File: src/hdl/event_counter_pkg.sv
// Purpose: Shared offsets, reset values and carriers for the event and error counter block
// Assumes: Byte-wide register ports on the network side and on the host side
// Notes: Offsets are byte addresses of the controller register space
package event_counter_pkg;

	// ****************************************
	// Register offsets
	// ****************************************
	localparam logic [15:0] host_serial_extended_config_ofs = 16'h0152;
	localparam logic [15:0] network_event_mask_ofs = 16'h0200;
	localparam logic [15:0] application_event_mask_ofs = 16'h0204;
	localparam logic [15:0] network_event_request_ofs = 16'h0210;
	localparam logic [15:0] application_event_request_ofs = 16'h0220;
	localparam logic [15:0] port_receive_error_counters_ofs = 16'h0300;
	localparam logic [15:0] port_forwarded_error_counters_ofs = 16'h0308;
	localparam logic [15:0] error_counters_last_ofs = 16'h030B;

	// ****************************************
	// Registers outside this block whose accesses clear requests
	// ****************************************
	localparam logic [15:0] link_layer_status_ofs = 16'h0110;
	localparam logic [15:0] application_layer_status_ofs = 16'h0130;
	localparam logic [15:0] application_layer_control_ofs = 16'h0120;
	localparam logic [15:0] latch_times_first_ofs = 16'h09B0;
	localparam logic [15:0] latch_times_last_ofs = 16'h09CF;
	localparam logic [15:0] sync_pulse_zero_status_ofs = 16'h098E;
	localparam logic [15:0] sync_pulse_one_status_ofs = 16'h098F;
	localparam logic [15:0] channel_activation_ofs = 16'h0806;
	localparam logic [15:0] channel_stride = 16'h0008;
	localparam logic [15:0] channel_area_last_ofs = 16'h087F;
	localparam logic [15:0] eeprom_command_ofs = 16'h0502;
	localparam logic [15:0] watchdog_status_ofs = 16'h0440;

	// ****************************************
	// Field positions
	// ****************************************
	localparam int net_latch_bit = 0;
	localparam int net_link_bit = 2;
	localparam int net_app_status_bit = 3;
	localparam int net_channel_lsb = 4;
	localparam int app_control_bit = 0;
	localparam int app_latch_bit = 1;
	localparam int app_sync_zero_bit = 2;
	localparam int app_sync_one_bit = 3;
	localparam int app_activation_bit = 4;
	localparam int app_eeprom_bit = 5;
	localparam int app_watchdog_bit = 6;
	localparam int app_channel_lsb = 8;
	localparam int cfg_sync_zero_map_bit = 3;
	localparam int cfg_sync_one_map_bit = 7;

	// ****************************************
	// Reset values and counter top value
	// ****************************************
	localparam logic [15:0] network_event_mask_rst = 16'h0000;
	localparam logic [31:0] application_event_mask_rst = 32'h0000_0000;
	localparam logic [7:0] counter_max = 8'hFF;

	// ****************************************
	// Carriers
	// ****************************************
	typedef struct packed {
		logic [15:0] addr;
		logic wr;
		logic rd;
		logic [7:0] wdata;
	} access_port_t;

	typedef struct packed {
		logic [3:0] enabled;
		logic [3:0] invalid_frame;
		logic [3:0] receive_error;
		logic [3:0] forwarded_error;
	} port_errors_t;

endpackage : event_counter_pkg

File: src/hdl/saturating_counter.sv
// Purpose: Eight-bit event counter that stops at its top value
// Assumes: Count and clear strobes come from logic on the same clock
// Notes: Clear takes priority over a count in the same cycle
`timescale 1ns/100ps
module saturating_counter #(
	parameter int width = 8
) (
	input wire logic clk_sys_i,
	input wire logic reset_i,
	input wire logic count_i,
	input wire logic clear_i,
	output logic [width-1:0] value_o
);
	import event_counter_pkg::*;

	typedef struct packed {
		logic [width-1:0] value;
	} counter_state_t;

	counter_state_t state;
	counter_state_t next_state;

	always_comb begin
		next_state = state;
		if (clear_i) begin
			next_state.value = '0;
		end else if (count_i && state.value != {width{1'b1}}) begin
			next_state.value = state.value + 1'b1;
		end
	end

	always_ff @(posedge clk_sys_i) begin
		if (reset_i) begin
			state <= '0;
		end else begin
			state <= next_state;
		end
	end

	assign value_o = state.value;
endmodule : saturating_counter

File: src/hdl/slave_event_requests_and_error_counters.sv
// Purpose: Event requests, event masks and port error counters of a fieldbus slave
// Assumes: All event and error inputs are single-clock pulses or levels from local logic
// Notes: Both register ports are byte wide; read data appears one cycle after rd
//
// Notes on behaviour
// - Network mask bit one passes its request bit into the frame event field.
// - Application mask, host-writable only, gates request bits onto host interrupt.
// - Network bit 0 sets on network-owned latch change, clears on network latch-time read.
// - Network bit 2 sets on link status change, clears on status read.
// - Network bit 3 sets on application status change, clears on status read.
// - Network bits 4 upward mirror sync channels 0-7; bits 15:12 reserved.
// - Application bit 0 sets on network control register write outside emulation, clears on host read.
// - Application bit 1 sets on host-owned latch change, clears on host read.
// - If configured, application bit 2 follows sync pulse zero until status read.
// - If configured, application bit 3 follows sync pulse one until status read.
// - Application bit 4 sets on channel activation change, clears on host read.
// - Application bit 5 shows pending EEPROM command until host acknowledges it.
// - Application bit 6 sets on watchdog expiry, clears on watchdog status read.
// - Application bits 8-23 flag channel manager interrupts; bits 31:24 reserved.
// - Error counters of a port count only while that port is enabled.
// - Per port, low byte counts invalid frames, saturating at FF.
// - Per port, high byte counts receive error assertions, saturating.
// - Per port, eight-bit counter of forwarded errored frames, saturating at FF.
// - Network write anywhere in the counter range clears every counter.
`timescale 1ns/100ps
module slave_event_requests_and_error_counters #(
	parameter int ports = 4
) (
	input wire logic clk_sys_i,
	input wire logic reset_i,
	input event_counter_pkg::access_port_t network_side_i,
	input event_counter_pkg::access_port_t host_process_port_i,
	input wire logic [7:0] sync_latch_config_i,
	input wire logic device_emulation_i,
	input wire logic latch_change_i,
	input wire logic latch_host_owned_i,
	input wire logic link_layer_status_change_i,
	input wire logic application_layer_status_change_i,
	input wire logic [7:0] sync_channel_pending_i,
	input wire logic sync_pulse_zero_i,
	input wire logic sync_pulse_one_i,
	input wire logic activation_change_i,
	input wire logic eeprom_command_i,
	input wire logic watchdog_expired_i,
	input wire logic [15:0] sync_channel_manager_irq_i,
	input event_counter_pkg::port_errors_t port_errors_i,
	output logic [7:0] network_side_rdata_o,
	output logic [7:0] host_process_port_rdata_o,
	output logic [15:0] network_event_field_o,
	output logic host_interrupt_output_o
);
	import event_counter_pkg::*;

	// ****************************************
	// State
	// ****************************************
	typedef struct packed {
		logic [15:0] net_mask;
		logic [31:0] app_mask;
		logic net_latch;
		logic net_link;
		logic net_app_status;
		logic app_control;
		logic app_latch;
		logic app_sync_zero;
		logic app_sync_one;
		logic app_activation;
		logic app_eeprom;
		logic app_watchdog;
		logic [7:0] net_rdata;
		logic [7:0] host_rdata;
		logic [15:0] event_field;
		logic irq;
	} block_state_t;

	block_state_t state;
	block_state_t next_state;

	logic [7:0] invalid_count [ports];
	logic [7:0] receive_count [ports];
	logic [7:0] forwarded_count [ports];
	logic counters_clear;
	logic [15:0] net_request;
	logic [31:0] app_request;

	// ****************************************
	// Address helpers
	// ****************************************
	function automatic logic hit(input logic [15:0] addr, input logic [15:0] base,
		input int bytes);
		logic [15:0] top;
		top = base + 16'(bytes - 1);
		return addr >= base && addr <= top;
	endfunction : hit

	function automatic logic in_range(input logic [15:0] addr, input logic [15:0] lo,
		input logic [15:0] hi);
		return addr >= lo && addr <= hi;
	endfunction : in_range

	// Any channel's activation byte, one per stride in the channel area
	function automatic logic activation_hit(input logic [15:0] addr);
		logic [15:0] rel;
		rel = addr - channel_activation_ofs;
		return addr >= channel_activation_ofs && addr <= channel_area_last_ofs
			&& rel[2:0] == channel_stride[2:0];
	endfunction : activation_hit

	function automatic logic [7:0] word_byte(input logic [31:0] word, input logic [1:0] lane);
		return word[8*lane +: 8];
	endfunction : word_byte

	// ****************************************
	// Request words as seen by software
	// ****************************************
	always_comb begin
		net_request = '0;
		net_request[net_latch_bit] = state.net_latch;
		net_request[net_link_bit] = state.net_link;
		net_request[net_app_status_bit] = state.net_app_status;
		net_request[net_channel_lsb +: 8] = sync_channel_pending_i;
		app_request = '0;
		app_request[app_control_bit] = state.app_control;
		app_request[app_latch_bit] = state.app_latch;
		app_request[app_sync_zero_bit] = state.app_sync_zero;
		app_request[app_sync_one_bit] = state.app_sync_one;
		app_request[app_activation_bit] = state.app_activation;
		app_request[app_eeprom_bit] = state.app_eeprom;
		app_request[app_watchdog_bit] = state.app_watchdog;
		app_request[app_channel_lsb +: 16] = sync_channel_manager_irq_i;
	end

	// ****************************************
	// Error counters
	// ****************************************
	// Any network write in the range clears all; the data byte is not looked at
	assign counters_clear = network_side_i.wr
		&& in_range(network_side_i.addr, port_receive_error_counters_ofs,
			error_counters_last_ofs);

	for (genvar p = 0; p < ports; p++) begin : g_port
		saturating_counter #(.width(8)) u_invalid (
			.clk_sys_i(clk_sys_i),
			.reset_i(reset_i),
			.count_i(port_errors_i.enabled[p] && port_errors_i.invalid_frame[p]),
			.clear_i(counters_clear),
			.value_o(invalid_count[p])
		);
		saturating_counter #(.width(8)) u_receive (
			.clk_sys_i(clk_sys_i),
			.reset_i(reset_i),
			.count_i(port_errors_i.enabled[p] && port_errors_i.receive_error[p]),
			.clear_i(counters_clear),
			.value_o(receive_count[p])
		);
		saturating_counter #(.width(8)) u_forwarded (
			.clk_sys_i(clk_sys_i),
			.reset_i(reset_i),
			.count_i(port_errors_i.enabled[p] && port_errors_i.forwarded_error[p]),
			.clear_i(counters_clear),
			.value_o(forwarded_count[p])
		);
	end

	// ****************************************
	// Register read mux, shared by both ports
	// ****************************************
	function automatic logic [7:0] read_byte(input logic [15:0] addr,
		input logic [15:0] net_mask, input logic [31:0] app_mask,
		input logic [15:0] net_req, input logic [31:0] app_req);
		logic [7:0] data;
		logic [15:0] rel;
		data = 8'h00;
		rel = '0;
		if (hit(addr, host_serial_extended_config_ofs, 2)) begin
			data = 8'h00;
		end else if (hit(addr, network_event_mask_ofs, 2)) begin
			data = word_byte({16'h0000, net_mask}, addr[1:0]);
		end else if (hit(addr, application_event_mask_ofs, 4)) begin
			data = word_byte(app_mask, addr[1:0]);
		end else if (hit(addr, network_event_request_ofs, 2)) begin
			data = word_byte({16'h0000, net_req}, addr[1:0]);
		end else if (hit(addr, application_event_request_ofs, 4)) begin
			data = word_byte(app_req, addr[1:0]);
		end else if (in_range(addr, port_receive_error_counters_ofs,
			error_counters_last_ofs)) begin
			rel = addr - port_receive_error_counters_ofs;
			if (addr < port_forwarded_error_counters_ofs) begin
				data = rel[0] ? receive_count[rel[2:1]] : invalid_count[rel[2:1]];
			end else begin
				data = forwarded_count[rel[1:0]];
			end
		end
		return data;
	endfunction : read_byte

	// ****************************************
	// Next state
	// ****************************************
	always_comb begin
		logic net_rd;
		logic host_rd;
		logic host_wr;
		logic net_wr;
		net_rd = network_side_i.rd;
		host_rd = host_process_port_i.rd;
		host_wr = host_process_port_i.wr;
		net_wr = network_side_i.wr;
		next_state = state;

		// Mask writes: network mask from the network side only
		if (net_wr && hit(network_side_i.addr, network_event_mask_ofs, 2)) begin
			next_state.net_mask[8*network_side_i.addr[0] +: 8] = network_side_i.wdata;
		end
		if (host_wr && hit(host_process_port_i.addr, application_event_mask_ofs, 4)) begin
			next_state.app_mask[8*host_process_port_i.addr[1:0] +: 8] =
				host_process_port_i.wdata;
		end

		// Clears first, sets after, so an event in the clearing cycle survives
		if (net_rd && in_range(network_side_i.addr, latch_times_first_ofs,
			latch_times_last_ofs) && !latch_host_owned_i) begin
			next_state.net_latch = 1'b0;
		end
		if (latch_change_i && !latch_host_owned_i) begin
			next_state.net_latch = 1'b1;
		end
		if (net_rd && hit(network_side_i.addr, link_layer_status_ofs, 2)) begin
			next_state.net_link = 1'b0;
		end
		if (link_layer_status_change_i) begin
			next_state.net_link = 1'b1;
		end
		if (net_rd && hit(network_side_i.addr, application_layer_status_ofs, 2)) begin
			next_state.net_app_status = 1'b0;
		end
		if (application_layer_status_change_i) begin
			next_state.net_app_status = 1'b1;
		end

		if (host_rd && hit(host_process_port_i.addr, application_layer_control_ofs, 2)) begin
			next_state.app_control = 1'b0;
		end
		// Emulation mode copies control into status, so no event is raised then
		if (net_wr && hit(network_side_i.addr, application_layer_control_ofs, 2)
			&& !device_emulation_i) begin
			next_state.app_control = 1'b1;
		end
		if (host_rd && in_range(host_process_port_i.addr, latch_times_first_ofs,
			latch_times_last_ofs) && latch_host_owned_i) begin
			next_state.app_latch = 1'b0;
		end
		if (latch_change_i && latch_host_owned_i) begin
			next_state.app_latch = 1'b1;
		end
		// Sticky until the status read, hence only useful in acknowledge mode
		if (host_rd && host_process_port_i.addr == sync_pulse_zero_status_ofs) begin
			next_state.app_sync_zero = 1'b0;
		end
		if (sync_pulse_zero_i && sync_latch_config_i[cfg_sync_zero_map_bit]) begin
			next_state.app_sync_zero = 1'b1;
		end
		if (host_rd && host_process_port_i.addr == sync_pulse_one_status_ofs) begin
			next_state.app_sync_one = 1'b0;
		end
		if (sync_pulse_one_i && sync_latch_config_i[cfg_sync_one_map_bit]) begin
			next_state.app_sync_one = 1'b1;
		end
		if (host_rd && activation_hit(host_process_port_i.addr)) begin
			next_state.app_activation = 1'b0;
		end
		if (activation_change_i) begin
			next_state.app_activation = 1'b1;
		end
		if (host_wr && hit(host_process_port_i.addr, eeprom_command_ofs, 2)) begin
			next_state.app_eeprom = 1'b0;
		end
		if (eeprom_command_i) begin
			next_state.app_eeprom = 1'b1;
		end
		if (host_rd && hit(host_process_port_i.addr, watchdog_status_ofs, 2)) begin
			next_state.app_watchdog = 1'b0;
		end
		if (watchdog_expired_i) begin
			next_state.app_watchdog = 1'b1;
		end

		// Read data, captured from the words before this cycle's clears
		next_state.net_rdata = net_rd ? read_byte(network_side_i.addr, state.net_mask,
			state.app_mask, net_request, app_request) : state.net_rdata;
		next_state.host_rdata = host_rd ? read_byte(host_process_port_i.addr,
			state.net_mask, state.app_mask, net_request, app_request) : state.host_rdata;

		next_state.event_field = net_request & state.net_mask;
		next_state.irq = |(app_request & state.app_mask);
	end

	// ****************************************
	// Registers
	// ****************************************
	always_ff @(posedge clk_sys_i) begin
		if (reset_i) begin
			state <= '0;
			state.net_mask <= network_event_mask_rst;
			state.app_mask <= application_event_mask_rst;
		end else begin
			state <= next_state;
		end
	end

	assign network_side_rdata_o = state.net_rdata;
	assign host_process_port_rdata_o = state.host_rdata;
	assign network_event_field_o = state.event_field;
	assign host_interrupt_output_o = state.irq;
endmodule : slave_event_requests_and_error_counters

File: config.mk
export PLATFORM = sky130hd
export DESIGN_NAME = slave_event_requests_and_error_counters
export DESIGN_NICKNAME = d
export VERILOG_FILES = /design/src/hdl/event_counter_pkg.sv /design/src/hdl/saturating_counter.sv /design/src/hdl/slave_event_requests_and_error_counters.sv
export SDC_FILE = /design/constraint.sdc
export NUM_CORES = 1
export LEC_CHECK = 0
export ABC_AREA = 1
export BUFFER_PORTS_ARGS = -buffer_cell sky130_fd_sc_hd__buf_2
export CELL_PAD_IN_SITES_DETAIL_PLACEMENT = 1
export CELL_PAD_IN_SITES_GLOBAL_PLACEMENT = 2
export CORE_MARGIN = 2
export CORE_UTILIZATION = 35
export DETAILED_ROUTE_END_ITERATION = 8
export PLACE_DENSITY = 0.85
export SLEW_MARGIN = 15
export SYNTH_ARGS = -nofsm -noshare
export SYNTH_HDL_FRONTEND = slang
export SYNTH_SLANG_ARGS = --single-unit
File: constraint.sdc
create_clock -name clk_sys_i -period 5.3 [get_ports clk_sys_i]
set_input_delay 1.06 -clock clk_sys_i [delete_from_list [all_inputs] [get_ports clk_sys_i]]
set_output_delay 1.06 -clock clk_sys_i [all_outputs]
set_load 0.01 [all_outputs]
Yosys cells after proc, flatten, opt, wreduce, memory -nomap -nowiden --
Cells that the tools add are included.
Storage, ports and cells: register bits after elaboration 187, logic and storage cells 263
Operators by class: add/subtract/negate cells 17, order comparisons 48, eq/ne operators 14, shift-type cells 12, muxes and demuxes 56, bitwise logic cells 6, reductions and logical operators 82
Operators by type and width (number):
- $shiftx 32x6->8 | 8
- $mux 8 | 28
- $ge 16x10->1 const B | 10
- $le 16x10->1 const B | 10
- $add 8x1->8 const B | 12
- $bmux 8 s2 | 6
- $ge 16x9->1 const B | 6
- $le 16x9->1 const B | 6
- $ne 8x8->1 const B | 12
- $logic_and 1x1->1 | 67
- $ge 16x12->1 const B | 3
- $le 16x12->1 const B | 3
- $neg 4->34 | 1
- $neg 5->34 | 1
- $shift 8x34->16 const A | 1
- $shift 8x34->32 const A | 1
- $shiftx 8x34->16 | 1
- $shiftx 8x34->32 | 1
- $and 24x32->32 | 1
- $bwmux 32 | 1
- $eq 16x12->1 const B | 2
- $ge 16x11->1 const B | 2
- $le 16x11->1 const B | 2
- $lt 16x10->1 const B | 2
- 12 further kinds | 48

Longest topological paths before layout --
Gate-level depths: netlist of run 1.
depth in word-level cells 13, gate-level depth with buffers 18

By module --
Synthesis of run 1 repeated with hierarchy kept, for this count alone.
Unflattened totals: cells, all modules 2313, area, all modules 13706.9 um^2
Modules (own cells, without submodules):
- slave_event_requests_and_error_counters | instances 1, cells each 1437, area each 8181.6 um^2, sequential area each 1721.7 um^2
- saturating_counter | instances 12, cells each 73, area each 460.4 um^2, sequential area each 160.2 um^2

Worst setup path after synthesis of run 1 --
OpenSTA, ideal clock, no wires.
kind input to register, start point in host_process_port_i[10] (netlist bit), end point reg state[43] (netlist bit), arrival time 3033 ps, path slack 2187 ps, stages 9, buffers on the path 4, path through clkbuf_1 inv_1 buf_2 buf_1 ha_1 clkbuf_1 nor3_1 a21oi_1 a211oi_2
Between the ends: longest elaborated chain between the ends 3, elaborated cells between the ends (all ways) 8, those cells by class add/sub (1); order compare (2); shift (2); mux (1); reduce/logical (2)
Ends and longest elaborated chain:
- from (decl) | line slave_event_requests_and_error_counters.sv:32 | input event_counter_pkg::access_port_t host_process_port_i,
- $neg 5->34, or another cell as far along | line slave_event_requests_and_error_counters.sv:216 | next_state.app_mask[8*host_process_port_i.addr[1:0] +: 8] =
- $shiftx 8x34->32, or another cell as far along | line slave_event_requests_and_error_counters.sv:216
- $bwmux 32 / $logic_and 1x1->1 (equally long branches) | line slave_event_requests_and_error_counters.sv:216, slave_event_requests_and_error_counters.sv:215
- to (signal assigned) | line slave_event_requests_and_error_counters.sv:307 | state <= next_state;
- to (decl) | line slave_event_requests_and_error_counters.sv:76 | block_state_t state;
Several ways; a longest one is shown, not always the timed one. A chain may end at the register's enable or synchronous reset.

Worst setup path in the final report of run 1 --
start point in network_side_i[12] (netlist bit), end point reg g_port[3].u_forwarded.state, in the netlist g_port[3].u_forwarded.value_o[4]
Between the ends: longest elaborated chain between the ends 4, elaborated cells between the ends (all ways) 5, those cells by class order compare (2); reduce/logical (3)
Ends and longest elaborated chain:
- from (decl) | line slave_event_requests_and_error_counters.sv:31 | input event_counter_pkg::access_port_t network_side_i,
- $ge 16x10->1 / $le 16x10->1 (equally long branches) | line slave_event_requests_and_error_counters.sv:98 | return addr >= lo && addr <= hi;
- $logic_and 1x1->1 (*) | line slave_event_requests_and_error_counters.sv:98
- $logic_and 1x1->1 (*) | line slave_event_requests_and_error_counters.sv:138 | && in_range(network_side_i.addr, port_receive_error_counters_ofs,
- $reduce_or 2->1 (no source line) (*)
- to (signal assigned) | line saturating_counter.sv:36 | state <= next_state;
- to (decl) | line saturating_counter.sv:20 | counter_state_t state;
Mark *: on every way between the ends. The rest lies on a longest branch, timed or not.

==> impl_metrics.yaml, run 1 <==
yosys:
  synth_area_per_cell_um2: 6.36
  synth_cell_types: 55
  synth-simple-area-share_pct: 33.6
  synth_area_um2: 12200
  synthXorXnorAreaFrac_pct: 2.65
  synthMuxAreaShare_pct: 0
  synthCells: 1922
  synthAdderAreaFrac_pct: 2.05
  synth_top_family_by_area: "simple AND/OR/NAND/NOR gates"
  yosys_warnings: 0
  ys_ff_latch: 182
  synth_largest_area_cell: "dfxtp_1"
  ys_top_cells_by_area: "dfxtp_1 (30%), nand2_1 (14%), nand3_1 (7.3%), inv_1 (6.2%), a21oi_1 (6.1%)"
  synth_ff_type: "dfxtp_1"
  synth-compound-area-share_pct: 20.2
  ys_seq_area_share_pct: 29.8
  yosys.area.top_type_share_pct: 29.8
  async_flop_share_pct: 0
  synth_edf_count: 0
worst_setup_path:
  crit_fanout: 22
  required_ns: 5.69
  rr_startpoint: "g_port[2].u_receive.value_o[1]$_SDFFE_PP0P_"
  crit_family: "buffers and inverters"
  r2r_setup_slack_ns: 3.14
  startpoint: "network_side_i[12]"
  path_cells: "buf_2, clkinv_1, o21ai_0, nand2_1, nand4_1, o21ai_4, inv_1, o21ai_0, a21oi_1"
  r2r_end: "g_port[2].u_receive.value_o[7]$_SDFFE_PP0P_"
  start_kind: "primary input"
  cp_slowest_cell: "clkinv_1"
  worstSetupPathType: "in2reg"
  max_stage_delay_ns: 0.65
  cp_num_buf_inv: 3
  cp.arrival_ns: 3.67
  crit_top_cell: "o21ai_0"
  end_kind: "register"
  reg2reg_depth: 9
min_path:
  holdPathEnd: "network_event_field_o[11]$_SDFF_PP0_"
  min_path_type: "reg2reg"
  min_from: "state[86]$_SDFFE_PP0P_"
  holdPathStages: 2
route:
  first_iter_violations: 1221
  wl_met3_mm: 3.42
  routed.top_layer: "met4"
  wire_per_inst_um: 20.2
  wirelength_mm: 49.6
  first_pass_iters: 6
  routed_via_density: 5.56
  wl_met2_mm: 21.3
  num_vias: 13618
  drt-met1-wl_mm: 23.8
  drc_errors: 0
  drtAntennaViolNets: 0
timing:
  period_needed_ns: 3.28
  rsz0062_at_grt: "false"
  max-slew-margin-rel_pct: 38.0
  tightest_slew_ns: 0.925
  slew_violations: 0
  setup-tns-final_ns: 0
  setup_viol: 0
  finalHoldViolCount: 0
  fin_crit_sh_pct: 61.9
  finClkSkew_ns: 0.00892
  fmax_ghz: 0.305
clock_network:
  postCtsResizedCells: 0
  clkSlewWorstSetupHoldPaths_ns: 0.07
  htree_levels: 4
  cts_inserted_buffers: 17
  holdBufCountCts: 0
  cts_sinks: 182
  postCtsSetupBuffers: 0
  clockRootBuffer: "clkbuf_16"
  clk_path_buf_depth: 2
  cts_tree: "yes"
  insertion_delay_ns: 0.46
placement:
  port_buffers: 133
  gp_congestion: 0.926
  hpwl_mm: 37.9
  place_area_um2: 13000
finish:
  fill_cells: 4582
  drive_gt1_share_pct: 11.6
  final_area_um2: 13600
  fin_util_pct: 39.4
  n_antenna_cell: 0
  nNetsFinal: 2113
  synthToLayoutAreaGrowth_pct: 11.0
global_route:
  antenna_found_initial: 0
  first_global_vias: 13173
  gr-total-overflow: 0
  grt_usage_pct: 27.2
  grt_pass1_wl_mm: 76.2
  grt_max_degree: 75
die:
  row_count: 68
  io_pins: 145
  initial_core_util_pct: 35.5
  design.core.area_um2: 34500
  die_y_um: 191
  chipWidth_um: 191
  die_area_um2: 36400
outcome:
  status: "complete, no violations"
power_and_ir_drop:
  vdd_drop_max_uv: 244
  totalPowerFinal_mw: 3.16
  power_density_nw_per_um2: 233
  leakagePower_nw: 5.64
job:
  drv_cap: 0
-- area by class of cell --
cell class	instances	area [µm²]	area share, %
clock inverter	14	149	1.10
clock buffer	18	439	3.24
multi-input combinational	1414	7180	52.9
sequential	182	3640	26.8
timing repair buffer	147	771	5.68
tap	455	569	4.19
inverter	219	827	6.09
-- report_power, final --
group	internal, mW	leakage [nW]	switching [mW]
logic	0.119	3.88	0.311
clock network	0.712	0.285	0.615
registers	1.38	1.47	0.0243
-- metal layers --
metal	global-route usage [%]	up-vias
met4	8.17	0
met2	40.8	445
met3	4.58	66
li1	-	6511
met1	39.4	6596
met5	0	-
-- cell families after synthesis --
group,after synthesis
xor+xnor,37
buf+inv,330
flops,182
compound gates,421
fa+ha+maj,20
simple gates,931
other cells,1
-- layout by cell type, fill, tap and decap left out, types with 5 or more instances in the layout --
cell type  count
nand2_1      451
inv_1        203
dfxtp_1      182
nand3_1      179
nor2_1       175
a21oi_1      149
o21ai_0      133
buf_2        133
o22ai_1       50
nand4_1       45
xor2_1        35
nor3_1        29
ha_1          20
clkbuf_16     17
buf_4         14
a31oi_1       13
o211a_1       13
o221ai_1      10
nor2_4         9
inv_2          9
a211oi_1       9
nor2_2         8
and3_1         8
clkinv_1       6
nand2_2        6
o21bai_1       6
nor4_1         6
a211oi_2       5
conb_1         5
-- worst reg2reg max path, cell delays in order (launching register included) --
cell	delay, ns
dfxtp_1	0.37
ha_1	0.24
nand3_1	0.09
nor2_1	0.06
a31oi_1	0.44
nand4_1	0.24
nor2_1	0.24
nand3_1	0.12
xor2_1	0.16
nor2_1	0.05
-- through the flow --
| stage | hold WS (ns) | std cells | setup WS (ns) |
|---|---|---|---|
| 6_report | 0.427 | 2449 | 2.02 |
| 2_1_floorplan | 0.410 | 1926 | 2.19 |
| 5_1_grt | 0.457 | 2449 | 1.75 |
| 3_3_place_gp | 0.417 | 2417 | 1.60 |
| 4_1_cts | 0.433 | 2449 | 2.05 |
| 3_5_place_dp | 0.423 | 2417 | 1.57 |
-- Yosys cell counts, drive strengths merged (3+ instances only) --
| cell type | count |
|---|---|
| nand2 | 459 |
| a21oi | 149 |
| nor2 | 192 |
| o21ai | 139 |
| nor4 | 6 |
| inv | 213 |
| o21a | 4 |
| nor3 | 29 |
| o22ai | 50 |
| nand3b | 3 |
| ha | 20 |
| a31oi | 13 |
| or2 | 4 |
| clkbuf | 31 |
| o211a | 13 |
| o41ai | 4 |
| xor2 | 35 |
| o211ai | 4 |
| o21bai | 6 |
| o221ai | 10 |
| nand3 | 183 |
| buf | 80 |
| nand4 | 46 |
| a211oi | 14 |
| dfxtp | 182 |
| and3 | 8 |
| clkinv | 6 |
-- state kept, by name (all words and copies together), names as in the netlist --
name	count
state	48
g_port.u_forwarded.value_o	32
g_port.u_invalid.value_o	32
g_port.u_receive.value_o	32
network_event_field_o	11
host_process_port_rdata_o	8
network_side_rdata_o	8
app_request	7
net_request	3
host_interrupt_output_o	1
-- worst max-delay path by stage --
stage	cells after the start	endpoint	slack, ns
CTS	9	g_port[3].u_forwarded.value_o[4]$_SDFFE_PP0P_	2.05
finish	9	g_port[3].u_forwarded.value_o[4]$_SDFFE_PP0P_	2.02
floorplan	9	state[43]$_SDFFE_PP0P_	2.19
global placement	9	g_port[3].u_forwarded.value_o[4]$_SDFFE_PP0P_	1.60
global route	9	g_port[3].u_forwarded.value_o[4]$_SDFFE_PP0P_	1.75
detailed placement	9	g_port[2].u_invalid.value_o[4]$_SDFFE_PP0P_	1.57
(Power assumes the default switching activity.)
==> run 2: changes to the inputs <==
ABC_AREA = 0   (was 1)
CORE_UTILIZATION = 37   (was 35)
PLACE_DENSITY = 0.8   (was 0.85)
clock period = 3.35 ns   (was 5.3 ns; I/O delays follow)
==> run 2 against run 1 <==
Design area fell by 3.8%. Via count fell by 23%. Sequential power rose by 58%. Sequential share of layout area rose by 1.1 points. Cell count fell by 28%. First-iteration DRC count fell by 39%. Combinational power rose by 26%. Critical path depth fell by 3. Clock skew rose by 0.0014 ns. Total power rose by 54%. Clock power rose by 59%.
==> impl_metrics.yaml, run 2 <==
timing:
  period_needed_ns: 2.59
  fin_ws_ns: 0.757
  tightest_slew_ns: 1.09
  fin_crit_sh_pct: 77.4
  fmax_ghz: 0.386
  setup_viol: 0
  finalHoldViolCount: 0
  setup-tns-final_ns: 0
  finClkSkew_ns: 0.0104
  max-slew-margin-rel_pct: 26.0
  rsz0062_at_grt: "false"
  slew_violations: 0
job:
  drv_cap: 0
die:
  initial_core_util_pct: 37.7
  design.core.area_um2: 30700
  chipWidth_um: 181
  io_pins: 145
  die_y_um: 181
  row_count: 64
  die_area_um2: 32700
power_and_ir_drop:
  clkPwrFrac_pct: 43.2
  vdd_drop_max_uv: 373
  combPwrFrac_pct: 11.1
  internal-power_mw: 3.54
  p_sw_mw: 1.34
  swShare_pct: 27.5
  power_density_nw_per_um2: 374
  leakagePower_nw: 4.76
  power_frac_seq_pct: 45.7
yosys:
  synth_edf_count: 0
  synth_commonest_cells: "dfxtp_1 (182), nor2_1 (163), nand2_1 (86)"
  ys_seq_area_share_pct: 31.5
  yosys_warnings: 0
  ys_ff_latch: 182
  yosys.area.top_type_share_pct: 31.5
  synth_largest_area_cell: "dfxtp_1"
  async_flop_share_pct: 0
  synth_area_per_cell_um2: 9.08
  synthCells: 1274
  synth_area_um2: 11600
  ys_top_cells_by_area: "dfxtp_1 (31%), mux4_2 (12%), mux2i_1 (5.4%), nor2_1 (5.3%), xnor2_1 (4.1%)"
  synth_most_common_cell: "dfxtp_1"
  synth_cell_types: 79
  synth_ff_type: "dfxtp_1"
worst_setup_path:
  required_ns: 3.70
  crit_fanout: 15
  cp.arrival_ns: 2.94
  cp_slowest_cell: "or4_1"
  worstSetupPathType: "in2reg"
  start_kind: "primary input"
  rr_startpoint: "g_port[2].u_receive.value_o[0]$_SDFFE_PP0P_"
  end_kind: "register"
  startpoint: "host_process_port_i[17]"
  max_stage_delay_ns: 0.70
  path_cells: "buf_2, or4_1, o211ai_2, a21oi_1, a311o_1, a221oi_1"
clock_network:
  cts_sinks: 182
  clk_path_buf_depth: 2
  holdBufCountCts: 0
  clockRootBuffer: "clkbuf_16"
  htree_levels: 4
  postCtsSetupBuffers: 0
  clkSlewWorstSetupHoldPaths_ns: 0.07
  cts_inserted_buffers: 17
  insertion_delay_ns: 0.46
  cts_tree: "yes"
  postCtsResizedCells: 0
min_path:
  min_path_type: "in2reg"
  min_from: "watchdog_expired_i"
finish:
  nNetsFinal: 1487
  mostFrequentLayoutCells: "dfxtp_1 (182), nor2_1 (163), buf_2 (133)"
  largest_register_ffs: 48
  drive_gt1_share_pct: 21.5
  max_flop_register: "state"
  layout_commonest_cell: "dfxtp_1"
  synthToLayoutAreaGrowth_pct: 12.8
  fill_cells: 3595
global_route:
  antenna_found_initial: 2
  grt_usage_pct: 24.0
  grt_pass1_wl_mm: 61.4
  grt_max_degree: 97
  first_global_vias: 10334
  gr-total-overflow: 0
placement:
  port_buffers: 133
  gp_congestion: 0.907
  pre_cts_slack_ns: 0.343
  hpwl_mm: 30.3
route:
  routed_via_density: 5.92
  wirelength_mm: 39.6
  wire_per_inst_um: 22.4
  num_vias: 10456
  first_pass_iters: 5
  first_iter_violations: 747
  drtAntennaViolNets: 0
  drc_errors: 0
outcome:
  status: "complete, no violations"
run 2: worst max-delay path, delay by kind of cell:
| kind | cells | cell delay (ns) |
|---|---|---|
| buffers and inverters | 1 | 0.16 |
| AOI/OAI and AO/OA | 4 | 1.41 |
| and+or+nand+nor | 1 | 0.70 |
run 2: area by class of cell:
class	count	area, µm²	area share, %
tap	396	495	3.79
clock buffer	18	439	3.36
antenna	1	2.50	0.0192
multi-input combinational	964	7290	55.8
inverter	26	97.6	0.747
timing repair buffer	164	923	7.07
clock inverter	14	165	1.26
sequential	182	3640	27.9
run 2: stage by stage:
stage / utilization [%] / cells / hold WS [ns] / power [mW] / cell area, µm²
floorplan: - / 1278 / 0.439 / 2.59 / 11600
detailed placement: 40.6 / 1732 / 0.489 / 2.82 / 12400
CTS: 42.6 / 1764 / 0.413 / 4.93 / 13100
global placement: 40.6 / 1732 / 0.477 / 2.81 / 12400
global route: 42.6 / 1765 / 0.454 / 5.06 / 13100
finish: 42.6 / 1765 / 0.429 / 4.88 / 13100
run 2: cell families after synthesis:
group,after synthesis,share of synthesized area [%]
AO/OA/AOI/OAI,212,13.0
multiplexers,143,19.5
XOR/XNOR,82,6.21
flip-flops,182,31.5
adder cells (fa/ha/maj),20,2.16
buffers and inverters,132,5.73
AND/OR/NAND/NOR,502,21.9
other,1,0.0324
run 2: final timing paths:
kind                                                      end  slack, ns  cells after the start
setup / recovery    host_process_port_rdata_o[0]$_SDFFE_PP0P_       0.76                      6
hold / removal                    app_request[6]$_SDFFE_PP0P_       0.43                      3
setup reg to reg  g_port[2].u_receive.value_o[5]$_SDFFE_PP0P_       1.15                      6
hold reg to reg                        state[70]$_SDFFE_PP0P_       0.49                      2
run 2: power by group through the flow:
stage          sequential, mW  combinational (mW)  clock [mW]
2_1_floorplan            2.26               0.328           0
6_report                 2.23               0.542        2.11
3_5_place_dp             2.28               0.540           0
4_1_cts                  2.23               0.543        2.16
3_3_place_gp             2.28               0.532           0
5_1_grt                  2.23               0.588        2.23
run 2: routing by layer:
layer / vias up / routed length, µm / global-route usage (%)
li1: 4870 / - / -
met4: 2 / 742 / 6.55
met2: 237 / 19600 / 40.9
met5: - / 13 / 0
met3: 45 / 1580 / 3.95
met1: 5302 / 17700 / 31.5
